===== config.mk =====
export PLATFORM = sky130hd
export DESIGN_NAME = tls_tx_framer
export DESIGN_NICKNAME = d
export VERILOG_FILES = /design/src/hdl/tls_frame_pkg.sv /design/src/hdl/byte_fifo.sv /design/src/hdl/tls_tx_framer.sv
export SDC_FILE = /design/constraint.sdc
export NUM_CORES = 1
export LEC_CHECK = 0
export BUFFER_PORTS_ARGS = -buffer_cell sky130_fd_sc_hd__buf_4
export CAP_MARGIN = 0
export CORE_ASPECT_RATIO = 0.75
export CORE_MARGIN = 10
export CORE_UTILIZATION = 35
export CTS_BUF_LIST = sky130_fd_sc_hd__clkbuf_2
export CTS_CLUSTER_DIAMETER = 150
export DETAILED_ROUTE_END_ITERATION = 10
export GPL_TIMING_DRIVEN = 1
export PLACE_DENSITY = 0.57
export SETUP_SLACK_MARGIN = 0.1
export SLEW_MARGIN = 25
export SYNTH_ARGS = -nofsm -noshare
export SYNTH_HDL_FRONTEND = slang
export SYNTH_HIERARCHICAL = 1
export SYNTH_SLANG_ARGS = --single-unit

===== constraint.sdc =====
create_clock -name CLK -period 5.85 [get_ports CLK]
set_clock_uncertainty 0.15 [all_clocks]
set_input_delay 0.2925 -clock CLK [delete_from_list [all_inputs] [get_ports CLK]]
set_output_delay 0.2925 -clock CLK [all_outputs]
set_load 0.05 [all_outputs]

===== src/hdl/tls_frame_pkg.sv =====
// Purpose: constants for the secure transmit request parser and command reply framer
// Assumes: frame bytes arrive without envelope; envelope length given as a port
// Notes on behaviour
// [RQ1] Type 0x23 means a secure transmit request; no protocol byte is needed.
// [RQ2] Layout: id, 32-bit address, two 16-bit ports, profile, options, all big endian.
// [RQ3] Frame identifier echoes in status reply; identifier zero suppresses that reply.
// [RQ4] Source port zero: reuse socket matching destination, else open a new one.
// [RQ5] Nonzero source port: exact socket match required, else error in status reply.
// [RQ6] Profile byte selects one of three profiles, numbered zero to two.
// [RQ7] Option bit 1 closes TCP socket after sending; otherwise timeout closes it.
// [RQ8] Host writes zero into option bits 0 and 2 through 7.
// [RQ9] Host keeps request payload at or below 1500 bytes.
// [RQ10] Each command request type 0x08 with a nonzero identifier gets reply frames of type 0x88.
// [RQ11] Command requests with identifier zero get no reply frame.
// [RQ12] Reply carries two command name characters after identifier, before status.
// [RQ13] Status: 0 ok, 1 error, 2 unknown command, 3 bad parameter.
// [RQ14] Parameter value follows status only for queries, never after a set.
// [RQ15] Transmit status reply: type 0x89, echoed identifier, one status byte, 0 ok.
// [RQ16] Payload length is envelope length minus fixed header bytes.
package tls_frame_pkg;
  localparam logic [7:0]  TYPE_TLS_REQ   = 8'h23;
  localparam logic [7:0]  TYPE_AT_REQ    = 8'h08;
  localparam logic [7:0]  TYPE_AT_RESP   = 8'h88;
  localparam logic [7:0]  TYPE_TX_STAT   = 8'h89;
  localparam logic [7:0]  ST_TX_OK       = 8'h00;
  localparam logic [7:0]  ST_CONN_NF     = 8'h20;
  localparam logic [7:0]  ST_BAD_CONFIG  = 8'h86;
  localparam logic [1:0]  AT_OK          = 2'h0;
  localparam logic [1:0]  AT_ERROR       = 2'h1;
  localparam logic [1:0]  AT_BAD_CMD     = 2'h2;
  localparam logic [1:0]  AT_BAD_PARAM   = 2'h3;
  localparam logic [7:0]  NUM_PROFILES   = 8'h03;
  localparam int          OPT_CLOSE_BIT  = 1;
  localparam logic [7:0]  OPT_RSVD_MASK  = 8'hfd;
  localparam logic [15:0] TLS_HDR_LEN    = 16'h000c;
  localparam logic [15:0] MAX_PAYLOAD    = 16'h05dc;
  localparam logic [3:0]  IDX_ID         = 4'h1;
  localparam logic [3:0]  IDX_ADDR_LAST  = 4'h5;
  localparam logic [3:0]  IDX_DPORT_LAST = 4'h7;
  localparam logic [3:0]  IDX_SPORT_LAST = 4'h9;
  localparam logic [3:0]  IDX_PROFILE    = 4'ha;
  localparam logic [3:0]  IDX_OPTIONS    = 4'hb;
  localparam logic [3:0]  IDX_PAYLOAD    = 4'hc;
  localparam int          FIFO_W         = 8;
  localparam int          FIFO_D         = 8;
endpackage : tls_frame_pkg


===== src/hdl/byte_fifo.sv =====
// Purpose: small flop FIFO between request parser and socket data path
// Assumes: single clock, synchronous active-low reset
// Notes: full and empty are exact; push when full is refused by in_ready
`timescale 1ns/1ps
module byte_fifo #(
  parameter int W = 8,
  parameter int D = 8
) (
  input  wire logic         clk,
  input  wire logic         rst_n,
  input  wire logic [W-1:0] in_data,
  input  wire logic         in_valid,
  output logic              in_ready,
  output logic [W-1:0]      out_data,
  output logic              out_valid,
  input  wire logic         out_ready
);
  localparam int AW = $clog2(D);
  typedef struct packed {
    logic [D-1:0][W-1:0] mem;
    logic [AW-1:0]       wp;
    logic [AW-1:0]       rp;
    logic [AW:0]         cnt;
  } fifo_t;
  fifo_t st_ff, nxt_st;
  logic push, pop;

  // Handshakes straight from the count
  assign in_ready  = (st_ff.cnt != (AW+1)'(D));
  assign out_valid = (st_ff.cnt != '0);
  assign out_data  = st_ff.mem[st_ff.rp];
  assign push      = in_valid && in_ready;
  assign pop       = out_valid && out_ready;

  // Pointer wrap relies on D being a power of two
  always_comb begin
    nxt_st = st_ff;
    if (push) begin
      nxt_st.mem[st_ff.wp] = in_data;
      nxt_st.wp            = st_ff.wp + 1'b1;
    end
    if (pop) begin
      nxt_st.rp = st_ff.rp + 1'b1;
    end
    if (push && !pop) begin
      nxt_st.cnt = st_ff.cnt + 1'b1;
    end else if (pop && !push) begin
      nxt_st.cnt = st_ff.cnt - 1'b1;
    end
  end

  always_ff @(posedge clk) begin
    if (!rst_n) begin
      st_ff <= '0;
    end else begin
      st_ff <= nxt_st;
    end
  end
endmodule : byte_fifo


===== src/hdl/tls_tx_framer.sv =====
// Purpose: parse secure transmit requests, emit transmit status and command replies
// Assumes: one request byte per IN_VALID beat, IN_LAST on final byte, IN_LEN from envelope
// Notes: socket table lives outside; this block looks up, opens and closes by ports
`timescale 1ns/1ps
module tls_tx_framer
  import tls_frame_pkg::*;
(
  input  wire logic        CLK,
  input  wire logic        RST_N,
  input  wire logic [7:0]  IN_DATA,
  input  wire logic        IN_VALID,
  output logic             IN_READY,
  input  wire logic        IN_LAST,
  input  wire logic [15:0] IN_LEN,
  output logic [31:0]      DEST_ADDR,
  output logic [15:0]      DEST_PORT,
  output logic [15:0]      SRC_PORT,
  output logic [1:0]       PROFILE,
  output logic             CLOSE_AFTER,
  output logic [15:0]      PAYLOAD_LEN,
  output logic             LOOKUP_REQ,
  output logic             LOOKUP_ANY_SRC,
  input  wire logic        LOOKUP_DONE,
  input  wire logic        LOOKUP_HIT,
  output logic             OPEN_REQ,
  input  wire logic        OPEN_DONE,
  input  wire logic        OPEN_OK,
  output logic [7:0]       PAY_DATA,
  output logic             PAY_VALID,
  input  wire logic        PAY_READY,
  input  wire logic        SEND_DONE,
  input  wire logic        SEND_OK,
  input  wire logic        SOCK_IS_TCP,
  output logic             CLOSE_REQ,
  input  wire logic        AT_DONE,
  input  wire logic [7:0]  AT_ID,
  input  wire logic [15:0] AT_NAME,
  input  wire logic [1:0]  AT_STATUS,
  input  wire logic        AT_IS_QUERY,
  input  wire logic [7:0]  AT_VALUE,
  output logic             AT_BUSY,
  output logic [7:0]       OUT_DATA,
  output logic             OUT_VALID,
  input  wire logic        OUT_READY,
  output logic             OUT_LAST,
  output logic             OPT_RSVD_ERR,
  output logic             LEN_ERR
);
  typedef enum logic [3:0] {
    S_IDLE, S_HDR, S_SKIP, S_CHECK, S_LOOK, S_OPEN, S_PAY, S_SEND, S_STAT, S_AT
  } state_t;

  typedef struct packed {
    state_t      st;
    logic [3:0]  idx;
    logic [7:0]  ftype;
    logic [7:0]  fid;
    logic [31:0] addr;
    logic [15:0] dport;
    logic [15:0] sport;
    logic [7:0]  prof;
    logic [7:0]  opts;
    logic [15:0] plen;
    logic [15:0] pcnt;
    logic        sent;
    logic [7:0]  status;
    logic [5:0][7:0] obuf;
    logic [2:0]  olen;
    logic [2:0]  optr;
    logic        rsvd_err;
    logic        len_err;
  } frm_t;

  frm_t st_ff, nxt_st;
  logic       fifo_in_ready;
  logic       fifo_push;
  logic       in_take;

  // Output frame builder for transmit status replies; command replies are built in idle
  function automatic logic [5:0][7:0] pack_stat(input logic [7:0] id, input logic [7:0] s);
    logic [5:0][7:0] b;
    b    = '0;
    b[0] = TYPE_TX_STAT; // [RQ15]
    b[1] = id;           // [RQ3]
    b[2] = s;
    return b;
  endfunction : pack_stat

  // Big-endian shift-in, reused for address and ports
  function automatic logic [31:0] shift_in(input logic [31:0] v, input logic [7:0] d);
    return {v[23:0], d};
  endfunction : shift_in

  // Handshakes decode from state; payload stalls on the FIFO
  assign in_take   = IN_VALID && IN_READY;
  assign fifo_push = (st_ff.st == S_PAY) && IN_VALID && fifo_in_ready;
  // A command reply starting in idle wins, so a request byte is not acked and then lost
  assign IN_READY  = ((st_ff.st == S_IDLE) && !(AT_DONE && (AT_ID != '0)))
                   || (st_ff.st == S_HDR) || (st_ff.st == S_SKIP)
                   || ((st_ff.st == S_PAY) && fifo_in_ready);
  assign AT_BUSY   = (st_ff.st != S_IDLE);
  assign OUT_DATA  = st_ff.obuf[st_ff.optr];
  // Identifier zero passes through the status state without showing a byte
  assign OUT_VALID = ((st_ff.st == S_STAT) && (st_ff.fid != '0)) // [RQ3]
                   || (st_ff.st == S_AT);
  assign OUT_LAST  = OUT_VALID && (st_ff.optr == st_ff.olen - 3'h1);
  assign LOOKUP_REQ     = (st_ff.st == S_LOOK);
  assign LOOKUP_ANY_SRC = (st_ff.sport == '0); // [RQ4]
  assign OPEN_REQ       = (st_ff.st == S_OPEN);
  assign CLOSE_REQ      = (st_ff.st == S_SEND) && SEND_DONE && SEND_OK && SOCK_IS_TCP
                        && st_ff.opts[OPT_CLOSE_BIT]; // [RQ7]
  assign DEST_ADDR      = st_ff.addr;
  assign DEST_PORT      = st_ff.dport;
  assign SRC_PORT       = st_ff.sport;
  assign PROFILE        = st_ff.prof[1:0]; // [RQ6]
  assign CLOSE_AFTER    = st_ff.opts[OPT_CLOSE_BIT];
  assign PAYLOAD_LEN    = st_ff.plen;
  assign OPT_RSVD_ERR   = st_ff.rsvd_err;
  assign LEN_ERR        = st_ff.len_err;

  // Main sequencer
  always_comb begin
    nxt_st = st_ff;
    case (st_ff.st)
      S_IDLE: begin
        // A finished command reply waits here; requests are held off meanwhile
        if (AT_DONE && (AT_ID != '0)) begin // [RQ11]
          nxt_st.obuf    = '0;
          nxt_st.obuf[0] = TYPE_AT_RESP;      // [RQ10]
          nxt_st.obuf[1] = AT_ID;
          nxt_st.obuf[2] = AT_NAME[15:8];     // [RQ12]
          nxt_st.obuf[3] = AT_NAME[7:0];
          nxt_st.obuf[4] = {6'h00, AT_STATUS}; // [RQ13]
          nxt_st.obuf[5] = AT_VALUE;
          nxt_st.olen    = (AT_IS_QUERY && AT_STATUS == AT_OK) ? 3'h6 : 3'h5; // [RQ14]
          nxt_st.optr    = '0;
          nxt_st.st      = S_AT;
        end else if (in_take) begin
          nxt_st.ftype = IN_DATA;
          nxt_st.idx   = IDX_ID;
          nxt_st.sent  = 1'b0;
          // Only type 0x23 is handled; others are drained to the last byte
          nxt_st.st    = (IN_DATA == TYPE_TLS_REQ) ? S_HDR : S_SKIP; // [RQ1]
          if (IN_LAST) begin
            nxt_st.st = S_IDLE;
          end
        end
      end
      S_HDR: begin
        if (in_take) begin
          // Fixed header order, big endian fields [RQ2]
          if (st_ff.idx == IDX_ID) begin
            nxt_st.fid = IN_DATA;
          end else if (st_ff.idx <= IDX_ADDR_LAST) begin
            nxt_st.addr = shift_in(st_ff.addr, IN_DATA);
          end else if (st_ff.idx <= IDX_DPORT_LAST) begin
            nxt_st.dport = 16'(shift_in({16'h0000, st_ff.dport}, IN_DATA));
          end else if (st_ff.idx <= IDX_SPORT_LAST) begin
            nxt_st.sport = 16'(shift_in({16'h0000, st_ff.sport}, IN_DATA));
          end else if (st_ff.idx == IDX_PROFILE) begin
            nxt_st.prof = IN_DATA;
          end else begin
            nxt_st.opts = IN_DATA;
          end
          nxt_st.idx = st_ff.idx + 4'h1;
          if (st_ff.idx == IDX_OPTIONS) begin
            nxt_st.plen = IN_LEN - TLS_HDR_LEN; // [RQ16]
            nxt_st.pcnt = '0;
            nxt_st.st   = S_CHECK;
          end
          if (IN_LAST && st_ff.idx != IDX_OPTIONS) begin
            nxt_st.st = S_IDLE; // Truncated header dropped
          end
        end
      end
      S_SKIP: begin
        if (in_take && IN_LAST) begin
          nxt_st.st = S_IDLE;
        end
      end
      S_CHECK: begin
        // Host-side duties flagged, not enforced
        nxt_st.rsvd_err = |(st_ff.opts & OPT_RSVD_MASK); // [RQ8]
        nxt_st.len_err  = (st_ff.plen > MAX_PAYLOAD);     // [RQ9]
        if (st_ff.prof >= NUM_PROFILES) begin
          nxt_st.status = ST_BAD_CONFIG; // [RQ6]
          nxt_st.st     = S_PAY;
          nxt_st.sent   = 1'b1;          // Payload drained, not sent
        end else begin
          nxt_st.st = S_LOOK;
        end
      end
      S_LOOK: begin
        if (LOOKUP_DONE) begin
          if (LOOKUP_HIT) begin
            nxt_st.st = S_PAY;
          end else if (st_ff.sport == '0) begin
            nxt_st.st = S_OPEN; // [RQ4]
          end else begin
            nxt_st.status = ST_CONN_NF; // [RQ5]
            nxt_st.sent   = 1'b1;
            nxt_st.st     = S_PAY;
          end
        end
      end
      S_OPEN: begin
        if (OPEN_DONE) begin
          nxt_st.st = S_PAY; // [RQ4]
          if (!OPEN_OK) begin
            nxt_st.status = ST_CONN_NF;
            nxt_st.sent   = 1'b1;
          end
        end
      end
      S_PAY: begin
        // On an error path sent is set and bytes are discarded
        if (in_take) begin
          nxt_st.pcnt = st_ff.pcnt + 16'h0001;
          if (IN_LAST) begin
            nxt_st.st = st_ff.sent ? S_STAT : S_SEND;
          end
        end else if (st_ff.plen == '0) begin
          nxt_st.st = st_ff.sent ? S_STAT : S_SEND;
        end
        nxt_st.obuf = pack_stat(st_ff.fid, st_ff.status);
        nxt_st.olen = 3'h3;
        nxt_st.optr = '0;
      end
      S_SEND: begin
        if (SEND_DONE) begin
          nxt_st.status = SEND_OK ? ST_TX_OK : ST_CONN_NF; // [RQ15]
          nxt_st.obuf   = pack_stat(st_ff.fid, SEND_OK ? ST_TX_OK : ST_CONN_NF);
          nxt_st.st     = S_STAT;
        end
      end
      S_STAT: begin
        if (st_ff.fid == '0) begin
          nxt_st.st = S_IDLE; // [RQ3]
        end else if (OUT_READY) begin
          nxt_st.optr = st_ff.optr + 3'h1;
          if (OUT_LAST) begin
            nxt_st.st     = S_IDLE;
            nxt_st.status = ST_TX_OK;
          end
        end
      end
      S_AT: begin
        if (OUT_READY) begin
          nxt_st.optr = st_ff.optr + 3'h1;
          if (OUT_LAST) begin
            nxt_st.st = S_IDLE;
          end
        end
      end
      default: begin
        nxt_st.st = S_IDLE;
      end
    endcase
  end

  always_ff @(posedge CLK) begin
    if (!RST_N) begin
      st_ff <= '0;
    end else begin
      st_ff <= nxt_st;
    end
  end

  // Payload buffer; its ready stalls the request stream
  byte_fifo #(
    .W (FIFO_W),
    .D (FIFO_D)
  ) u_pay_fifo (
    .clk       (CLK),
    .rst_n     (RST_N),
    .in_data   (IN_DATA),
    .in_valid  (fifo_push && !st_ff.sent),
    .in_ready  (fifo_in_ready),
    .out_data  (PAY_DATA),
    .out_valid (PAY_VALID),
    .out_ready (PAY_READY)
  );
endmodule : tls_tx_framer


# Word level (Yosys, flattened, before mapping)
# Cells that the tools add are included.
# word_totals
ff_bits,259
out_inout_bits,110
wordCells,207
in_bits,73
# op_classes
order_cmp,9
n_bitwise,6
n_addsub,8
n_mux,55
n_reduce_logical,61
n_eq_ne,35
# op_table
op,n
case mux 48 bit (3 select lines),1
two-way mux 4 bit,17
bitwise mux 64 bit,1
two-way mux 56 bit,1
two-way mux 8 bit,7
two-way mux 54 bit,1
two-way mux 9 bit,6
binary-select mux 8 bit (select 3 bit),2
case mux 4 bit (10 select lines),1
case mux 8 bit (5 select lines),1
zero test 16 bit,2
demux 8 bit (select 3 bit),1
!= test 2 bit (second input constant),11
logical AND 1 bit,21
AND reduction 9 bit,2
equality test 4 x 3 -> 1 bit (second input constant),4
equality test 4 bit (second input constant),4
> comparator 16 x 11 -> 1 bit (second input constant),1
two-way mux 16 bit,1
nonzero test 4 bit,4
nonzero test 8 bit,2
subtractor 16 x 4 -> 16 bit (second input constant),1
AND reduction 3 bit,5
AND reduction 7 bit,2
42 further kinds,75

# Depth between registers and ports, before layout
# Gate-level depths: netlist (run 1).
# depth
word_depth,11
depth_mapped,15

# Cells and area by module
# Netlist (run 1), hierarchy kept.
# modules_own_cells
module,cells_per_inst,seq_area_each_um2,n_inst,area_each_um2
tls_tx_framer,963,3183.1,1,7813.7
byte_fifo,313,1481.4,1,3564.7

# Worst setup path before layout (run 1)
# OpenSTA, ideal clock, no wires.
# synth_timing
path_type,register to register
start,reg st_ff[198] in the netlist's numbering
end,reg st_ff[64] in the netlist's numbering
t_required_ps,5582
setup_slack_ps,2592
stages_incl_launch_ff,8
arrival_time_ps,2991
path_cell_list,dfxtp_1 buf_2 clkbuf_1 nor4bb_1 a22oi_1 o221ai_1 a211oi_1 o2111a_1
# synth_lines
element,line,rtl
from (decl),tls_tx_framer.sv:74,"frm_t st_ff, nxt_st;"
from (signal assigned),tls_tx_framer.sv:265,st_ff <= nxt_st;
equality test 4 x 3 -> 1 bit *,n/a,
via OPEN_REQ,tls_tx_framer.sv:25,"output logic OPEN_REQ,"
"!= test 2 bit (no source line), or another cell as far along",n/a,
AND reduction 9 bit (no source line),n/a,
# Mark *: on every way through the listed nets, which the timed path passes. The rest lies on a longest branch.
# A chain may end at the register's enable or synchronous reset.

# Worst setup path after layout (run 1)
# layout_timing
start,reg st_ff[199] in the netlist's numbering
end,reg st_ff[197] in the netlist's numbering
# layout_via
elab_chain_cells,9
# layout_lines
element
"parallel branches: the longest is 9 deep, another holds case mux 4 bit (10 select lines)"
# Several ways; the timed one is not identified.

==> run metrics, run 1 <==
Clock Sinks=roughly 230; post-synth top area cell=dfxtp_1; Placer Congestion=between 0.8 and 0.9; # fillers=3229; Synth Instances=1276; asr flop ratio synth=0%; worst ir drop on vdd=0.150 mV; worst rel slew slack=around two fifths; cts hold-fix bufs=approximately 130; nets@finish=between 1500 and 2000; crit-path max FO=21; startpoint class of the critical path=flop; #FFs+latches synth=233; pin count of the biggest net entering global routing=92; critical path class=flop to flop; gr ovfl total=0; Power Density=~280 nW/um^2; Port Buf Inserts=about 180; footprint of the multi-input gates=5700 um^2; CP arrival=around 4.7 ns; CTS Buf Count=57; standard-cell rows=57; CTS tree=yes; Synth Area in Compound Gates=between 10% and 20%; CP Capture Type=flop; Routed WL per cell=~17 um; unrepaired setup endpoints after global routing=false; worst slack, placed=2.11 ns; post-cts sizing count=0; Horiz. Die Dim=roughly 230 um; Die Height=roughly 180 um; Slew @ Worst Pin=about 0.9 ns; initial antenna violation count=1; ANT nets after route=0; Root Driver=clkbuf_2; FF-to-FF path depth=7; drt initial violations=707; final setup vio count=0; largest family of logic cells by synthesized area=simple AND/OR/NAND/NOR gates; simple-gate area share of the yosys netlist=approximately a fifth; Total Wirelength=roughly 33 mm; clock buffer depth=3; Pwr Total=about 4000 uW; IO Count=between 150 and 200; critical path depth=7; first-pass detailed-route iteration total=5; synth cell count leaders=dfxtp_1, nand2_1, a21oi_1; setup TNS=0 ns; P_leak=0.00581 uW; Avg Inst Size Synth=8.92 um^2; Pins Over Slew Limit=0; Ys Warns=6; Synthesized Nets=1362; top-area cell type share of the netlist area=between 40% and 50%; post-synthesis mux area share=about 14%; CP max stage delay=slightly below 0.8 ns; Most used DFF post-synth=dfxtp_1; most common cell type on the critical path=dlygate4sd3_1; WP buf/inv=2; HPWL after DPL=22.2 mm; post-route minimum period=3.95 ns; top-count cell post-synth=dfxtp_1; crit share post-route=67.5%; DIE AREA=approximately 40000 um^2; htree depth=2; first-pass GRT wire length=54.0 mm; EDFF count, synth=0; Reg2Reg Setup Slack=roughly 1.9 ns; vias in the first global route=about 10000; via count=9771; post-synth cell types=80; post-synthesis sequential area ratio=roughly two fifths; delay-heaviest family, CP=simple AND/OR/NAND/NOR gates; slowest CP cell=dfxtp_1; Initial Utilization=between 30% and 40%; setup ws final=approximately 1.9 ns; drc violations=0; Hold Path Class=input pin to flop; Cell Area, Synth=11400 um^2; final hold violations=0; Hold Path Stages=4; Worst-path clk slew=around 0.14 ns; Area contributors post-synth=dfxtp_1, mux2i_1, nand2_1, buf_4, a21oi_1; Synth Area in XOR/XNOR=under 10%; share of cells above drive strength 1=between 20 and 25%; Core Util, Final=44.1%; Fmax=around 0.25 GHz; CP required=about 6.6 ns; Reg area=about 4700 um^2; Post-CTS Setup Inserts=0; Area Overhead vs Synth=25.0%; CP cell instances=nand3b_1 -> nor3_1 -> or2_2 -> a2111oi_0 -> dlygate4sd3_1 -> o31ai_1 -> dlygate4sd3_1; Skew-Pair Late Insertion Delay=between 0.9 and 1 ns; Max Cap Viol=0; Total GRT Usage=16.2%; outcome=complete, no violations; Via-to-Cell Ratio=around 5; post-synthesis adder-cell area fraction=1.50%; core area=around 32000 um^2
## cells in the final DEF (no fill, tap or decap), types with 29 or more instances in the layout
master and instances:
dfxtp_1 232, buf_4 193, nand2_1 165, dlygate4sd3_1 128, a21oi_1 115, mux2i_1 107, nor2_1 86, clkbuf_2 78
nor2b_1 67, o21ai_0 42, nand3_1 29
## tightest hold or removal path: cells and delay by family
kind,cells,cell delay [ns]
AOI/OAI and AO/OA,1,0.06
and+or+nand+nor,1,0.08
buffers and inverters,2,0.74
## layout make-up
cell class | count | share of cell area [%]
Timing Repair Buffer | 321 | 19.2
Multi-Input combinational cell | 855 | 40.0
Inverter | 19 | 0.537
Antenna cell | 1 | 0.0176
Tap cell | 442 | 3.89
Clock inverter | 20 | 0.783
Clock buffer | 78 | 2.74
Sequential cell | 233 | 32.8
## through the flow
step	hold WS (ns)	instance area (um^2)	cells
global placement	0.294	12400	1742
CTS	0.0389	14200	1968
floorplan	0.238	11400	1276
finish	0.139	14200	1969
detailed placement	0.297	12400	1742
global route	0.0375	14200	1969
## flip-flops by register name, indices dropped and copies added (netlist names)
signal            cells
DEST_ADDR            32
SRC_PORT             16
PROFILE               2
LEN_ERR               1
OPT_RSVD_ERR          1
st_ff                74
DEST_PORT            16
CLOSE_AFTER           1
u_pay_fifo/st_ff     74
PAYLOAD_LEN          16
## per-layer routing
metal  wire length, um  up-vias  track usage, %  share of wire (%)
li1                  -     4815               -                  -
met4               451        0            4.24                1.4
met5                 0        -               0                  0
met1             16200     4626            22.5                 48
met3              2030       36            4.01                6.1
met2             14700      294            24.5                 44
## worst paths after layout
path,from,endpoint
hold reg to reg,st_ff[8]$_SDFFE_PN0P_,st_ff[8]$_SDFFE_PN0P_
setup reg to reg,st_ff[199]$_SDFFE_PN0P_,st_ff[197]$_SDFFE_PN0P_
setup / recovery,st_ff[199]$_SDFFE_PN0P_,st_ff[197]$_SDFFE_PN0P_
hold / removal,IN_DATA[3],DEST_ADDR[3]$_SDFFE_PN0P_
## kinds of logic (layout without fill, tap and decap cells)
| family | Yosys count | in the layout |
|---|---|---|
| other | 0 | 1 |
| adders and majority gates | 13 | 13 |
| and+or+nand+nor | 446 | 446 |
| xor gates and xnor gates | 26 | 26 |
| muxes | 136 | 136 |
| buffers and inverters | 188 | 438 |
| DFF | 233 | 233 |
| AOI/OAI and AO/OA | 234 | 234 |
## report_power, final
part	internal [uW]	leakage [uW]	switching [uW]	total (uW)
Combinational	463	0.00356	640	1100
Sequential	1700	0.00189	124	1820
Clock	407	0.000371	679	1090
No activity file was read; power rests on OpenSTA's default activity.
==> run 2: changes to the inputs <==
==> constraint.sdc (replaced) <==
create_clock -name CLK -period 3.8 [get_ports CLK]
set_clock_uncertainty 0.15 [all_clocks]
set_input_delay 0.19 -clock CLK [delete_from_list [all_inputs] [get_ports CLK]]
set_output_delay 0.19 -clock CLK [all_outputs]
set_load 0.05 [all_outputs]
==> run metrics, run 2 (synthesis results as in run 1) <==
most frequent cells in the layout=dfxtp_1, buf_4, dlygate4sd3_1; Worst R2R End=st_ff[197]$_SDFFE_PN0P_; clock buffer depth=3; crit path launch=st_ff[197]$_SDFFE_PN0P_; Worst-path clk slew=0.10 ns; Area Overhead vs Synth=32.7%; worst rel slew slack=between 30 and 40%; Routed WL per cell=17.1 um; CP Capture Type=flop; CTS Buf Count=60; DIE AREA=40200 um^2; unrepaired setup endpoints after global routing=false; slowest CP cell=dfxtp_2; Placed Instances=~1800; Total Wirelength=35.3 mm; ANT nets after route=0; initial antenna violation count=1; HPWL after DPL=between 20 and 25 mm; post-route minimum period=3.46 ns; Critical Path Sink=st_ff[197]$_SDFFE_PN0P_; IO Count=183; CTS tree=yes; first-pass detailed-route iteration total=5; CP required=between 4 and 5 ns; startpoint class of the critical path=flop; pin count of the biggest net entering global routing=79; Max Cap Viol=0; core area=32200 um^2; Reg2Reg Setup Slack=approximately 0.34 ns; Die Height=approximately 180 um; CP arrival=~4 ns; CP cell instances=buf_4 -> mux2i_1 -> o2bb2ai_1 -> dlygate4sd3_1 -> a211o_1 -> nand3_1 -> dlygate4sd3_1 -> o31ai_1 -> dlygate4sd3_1; Fmax=about 0.29 GHz; share of cells above drive strength 1=between 20% and 30%; first-pass GRT wire length=56.5 mm; critical path class=flop to flop; Power Density=~420 nW/um^2; Pins Over Slew Limit=0; Horiz. Die Dim=around 230 um; crit-path max FO=20; CP max stage delay=slightly below 0.6 ns; FF-to-FF Start=st_ff[197]$_SDFFE_PN0P_; P_leak=0.00626 uW; non-filler instance count after layout=2065; Initial Utilization=a little over a third; standard-cell rows=57; most common cell type on the critical path=dlygate4sd3_1; setup TNS=0 ns; Hold Path Class=input pin to flop; Core Util, Final=between 40% and 50%; Port Buf Inserts=~180; gr ovfl total=0; Placer Congestion=around 0.84; final hold violations=0; Total GRT Usage=between 10% and 20%; nets@finish=around 1700; via count=roughly 10000; worst ir drop on vdd=0.241 mV; outcome=complete, no violations; Clock Sinks=about 230; drt initial violations=between 700 and 800; vias in the first global route=10100; Slew @ Worst Pin=0.953 ns; crit share post-route=roughly 90%; htree depth=2; Root Driver=clkbuf_2; most common cell after layout, fill and taps aside=dfxtp_1; final setup vio count=0; FF-to-FF path depth=9; drc violations=0; Via-to-Cell Ratio=just under 5; Skew-Pair Late Insertion Delay=approximately 0.9 ns
-- run 2: cell types whose count changed in the layout (fill, tap and decap cells not counted), moves of 2 or more --
cell / previous run / this run
clkinv_1: 17 / 15
buf_4: 193 / 210
clkinv_2: 1 / 5
clkbuf_2: 78 / 82
dlygate4sd3_1: 128 / 200
-- run 2: how the worst min path moves through the flow --
stage | endpoint | depth (start not counted) | start | slack [ns]
global placement | PAYLOAD_LEN[2]$_SDFFE_PN0P_ | 2 | IN_LEN[2] | 0.25
global route | st_ff[101]$_SDFFE_PN0P_ | 4 | IN_DATA[4] | 0.03
finish | st_ff[177]$_SDFFE_PN0P_ | 4 | IN_DATA[0] | 0.09
detailed placement | PAYLOAD_LEN[2]$_SDFFE_PN0P_ | 2 | IN_LEN[2] | 0.26
floorplan | PAYLOAD_LEN[2]$_SDFFE_PN0P_ | 1 | IN_LEN[2] | 0.14
CTS | st_ff[100]$_SDFFE_PN0P_ | 4 | IN_DATA[3] | 0.002
-- run 2: report_power, final --
part / switching (uW) / total, uW / internal (uW)
Clock: 1070 / 1730 / 663
Sequential: 210 / 2820 / 2610
Combinational: 992 / 1820 / 825
Total: 2270 / 6370 / 4100
-- run 2: cell type report --
cell class / instances / area (um^2)
diodes: 2 / 5.00
clock buffers: 82 / 410
clock inverters: 22 / 125
fillers: 3160 / 17100
inverters: 19 / 76.3
multi-input cells: 855 / 5680
flip-flops and latches: 233 / 4670
well taps: 442 / 553
repair buffers: 410 / 3580
-- run 2: worst max-delay path, delay by kind of cell, from the launching register on --
kind	cells	cell delay, ns
buffers and inverters	4	2.00
flip-flops	1	0.59
multiplexers	1	0.26
AND/OR/NAND/NOR	1	0.09
AO/OA/AOI/OAI	3	0.32
-- run 2: metal layers --
metal / track usage, % / up-vias / wire, um
met3: 4.03 / 35 / 2180
met4: 4.13 / 0 / 454
met5: 0 / - / 0
met1: 23.2 / 4714 / 16600
met2: 27.1 / 288 / 16100
li1: - / 4984 / -
-- run 2: repair_timing --
| item | in CTS | in global routing |
|---|---|---|
| hold buffers | 200 | 0 |
| endpoints found under the setup margin | 0 | 9 |
| buffers inserted | 0 | 0 |
| hold endpoints to repair | 215 | 0 |
| resized for setup | 0 | 2 |
-- run 2: metrics by stage --
step | worst slack [ns] | area, um^2 | power, uW | hold WS, ns
finish | 0.342 | 15100 | 6370 | 0.0933
global route | 0.171 | 15100 | 6780 | 0.0260
global placement | 0.733 | 12500 | 4360 | 0.255
floorplan | 0.542 | 11400 | 3920 | 0.136
CTS | 0.186 | 15100 | 6420 | 0.00151
detailed placement | 0.630 | 12500 | 4390 | 0.258
==> run 3: changes to the inputs <==
--- a/config.mk
+++ b/config.mk
@@ -7,6 +7,8 @@
 export LEC_CHECK = 0
 export BUFFER_PORTS_ARGS = -buffer_cell sky130_fd_sc_hd__buf_4
 export CAP_MARGIN = 0
+export CELL_PAD_IN_SITES_DETAIL_PLACEMENT = 0
+export CELL_PAD_IN_SITES_GLOBAL_PLACEMENT = 1
 export CORE_ASPECT_RATIO = 0.75
 export CORE_MARGIN = 10
 export CORE_UTILIZATION = 35
@@ -14,7 +16,7 @@
 export CTS_CLUSTER_DIAMETER = 150
 export DETAILED_ROUTE_END_ITERATION = 10
 export GPL_TIMING_DRIVEN = 1
-export PLACE_DENSITY = 0.57
+export PLACE_DENSITY = 0.7
 export SETUP_SLACK_MARGIN = 0.1
 export SLEW_MARGIN = 25
 export SYNTH_ARGS = -nofsm -noshare
==> run metrics, run 3 (synthesis results as in run 1) <==
outcome=complete, no violations; final hold violations=0; P_leak=between 0.006 and 0.007 uW; pin count of the biggest net entering global routing=75; post-route minimum period=~3.6 ns; Skew-Pair Late Insertion Delay=between 0.9 and 1 ns; Worst Hold Endpoint=SRC_PORT[6]$_SDFFE_PN0P_; CP Capture Type=flop; critical path class=flop to flop; worst rel slew slack=roughly 33%; # fillers=around 3200; most common cell type on the critical path=dlygate4sd3_1; ANT nets after route=0; Area Overhead vs Synth=33.1%; drc violations=0; worst slack, placed=between 0.5 and 0.6 ns; Via-to-Cell Ratio=just under 5; startpoint class of the critical path=flop; most common cell after layout, fill and taps aside=dfxtp_1; worst ir drop on vdd=between 0.2 and 0.25 mV; most frequent cells in the layout=dfxtp_1, buf_4, dlygate4sd3_1; final setup vio count=0; final hold slack=roughly 0.12 ns; CTS tree=yes; HPWL after DPL=22.4 mm; Die Height=about 180 um; Hold Path Stages=4; Power Density=roughly 430 nW/um^2; crit share post-route=93.4%; share of cells above drive strength 1=approximately 22%; Worst-path clk slew=approximately 0.12 ns; Pins Over Slew Limit=0; Horiz. Die Dim=228 um; initial antenna violation count=1; CP cell instances=buf_4 -> mux2i_1 -> dlygate4sd3_1 -> o2bb2ai_1 -> a211o_1 -> a31o_2 -> dlygate4sd3_1 -> o31ai_1; vias in the first global route=10100; FF-to-FF path depth=8; footprint of the multi-input gates=between 5000 and 6000 um^2; Reg area=4660 um^2; CP arrival=approximately 4.2 ns; unrepaired setup endpoints after global routing=false; slowest CP cell=dfxtp_1; first-pass GRT wire length=55.9 mm; Port Buf Inserts=~180; DIE AREA=approximately 40000 um^2; htree depth=2; CTS Buf Count=61; Root Driver=clkbuf_2; IO Count=183; via count=slightly above 10000; first-pass detailed-route iteration total=5; Total Wirelength=34.9 mm; core area=~32000 um^2; Slew @ Worst Pin=0.998 ns; standard-cell rows=57; Placer Congestion=0.821; FF-to-FF Start=st_ff[197]$_SDFFE_PN0P_; setup TNS=0 ns; Fmax=roughly 0.28 GHz; Routed WL per cell=between 15 and 20 um; Hold Path Class=input pin to flop; CP max stage delay=0.85 ns; Initial Utilization=about a third; HP Start=IN_DATA[6]; CP required=approximately 4.4 ns; drt initial violations=between 500 and 600; nets@finish=~1700; Max Cap Viol=0; Reg2Reg Setup Slack=0.25 ns; setup ws final=approximately 0.25 ns; gr ovfl total=0; crit-path max FO=24; delay-heaviest family, CP=buffers and inverters; Total GRT Usage=~17%; Worst R2R End=st_ff[197]$_SDFFE_PN0P_; Clock Sinks=233; clock buffer depth=3; WP buf/inv=3
[run 3: per-layer routing]
layer	vias to the layer above	global-route usage, %	wire length, um
li1	5011	-	-
met1	4756	22.6	16900
met2	236	26.4	15500
met3	53	4.07	1820
met4	0	5.02	657
met5	-	0	0
[run 3: tightest hold or removal path, delay by kind of cell]
family,cells,cell delay [ns]
AO/OA/AOI/OAI,1,0.06
buffers and inverters,2,0.76
AND/OR/NAND/NOR,1,0.09
[run 3: worst max path at each step]
| stage | slack [ns] | to | depth (start not counted) | startpoint |
|---|---|---|---|---|
| 6_report | 0.25 | st_ff[197]$_SDFFE_PN0P_ | 8 | st_ff[197]$_SDFFE_PN0P_ |
| 3_3_place_gp | 0.70 | u_pay_fifo/st_ff[3]$_SDFFE_PN0P_ | 14 | u_pay_fifo/st_ff[0]$_SDFFE_PN0P_ |
| 4_1_cts | 0.25 | st_ff[35]$_SDFFE_PN0P_ | 8 | st_ff[197]$_SDFFE_PN0P_ |
| 5_1_grt | 0.14 | st_ff[197]$_SDFFE_PN0P_ | 8 | st_ff[197]$_SDFFE_PN0P_ |
| 3_5_place_dp | 0.60 | u_pay_fifo/st_ff[3]$_SDFFE_PN0P_ | 14 | u_pay_fifo/st_ff[0]$_SDFFE_PN0P_ |
| 2_1_floorplan | 0.54 | st_ff[64]$_SDFFE_PN0P_ | 7 | st_ff[198]$_SDFFE_PN0P_ |
[run 3: power by group]
group | switching (uW) | internal [uW]
Combinational | 1010 | 848
Clock | 1070 | 707
Sequential | 198 | 2610
Total | 2280 | 4170
[run 3: layout make-up]
| cell class | instances | share of cell area, % |
|---|---|---|
| diodes | 1 | 0.0165 |
| clock buffers | 90 | 2.97 |
| clock inverters | 17 | 0.686 |
| inverters | 19 | 0.504 |
| multi-input cells | 855 | 37.5 |
| flip-flops and latches | 233 | 30.8 |
| well taps | 442 | 3.65 |
| repair buffers | 414 | 23.9 |
[run 3: what timing repair did]
action                     in CTS  in global routing
buffers inserted                0                  0
hold endpoints to repair      217                  0
setup endpoints to repair       0                  6
hold buffers                  202                  0
gates resized for setup         0                  1
[run 3: metrics by stage]
stage	instance area [um^2]	std cells	util (%)	total power, uW
detailed placement	12600	1761	38.9	4400
floorplan	11400	1276	-	3920
CTS	15100	2070	46.9	6510
global placement	12600	1761	38.9	4380
finish	15100	2071	47.0	6450
global route	15100	2071	47.0	6860
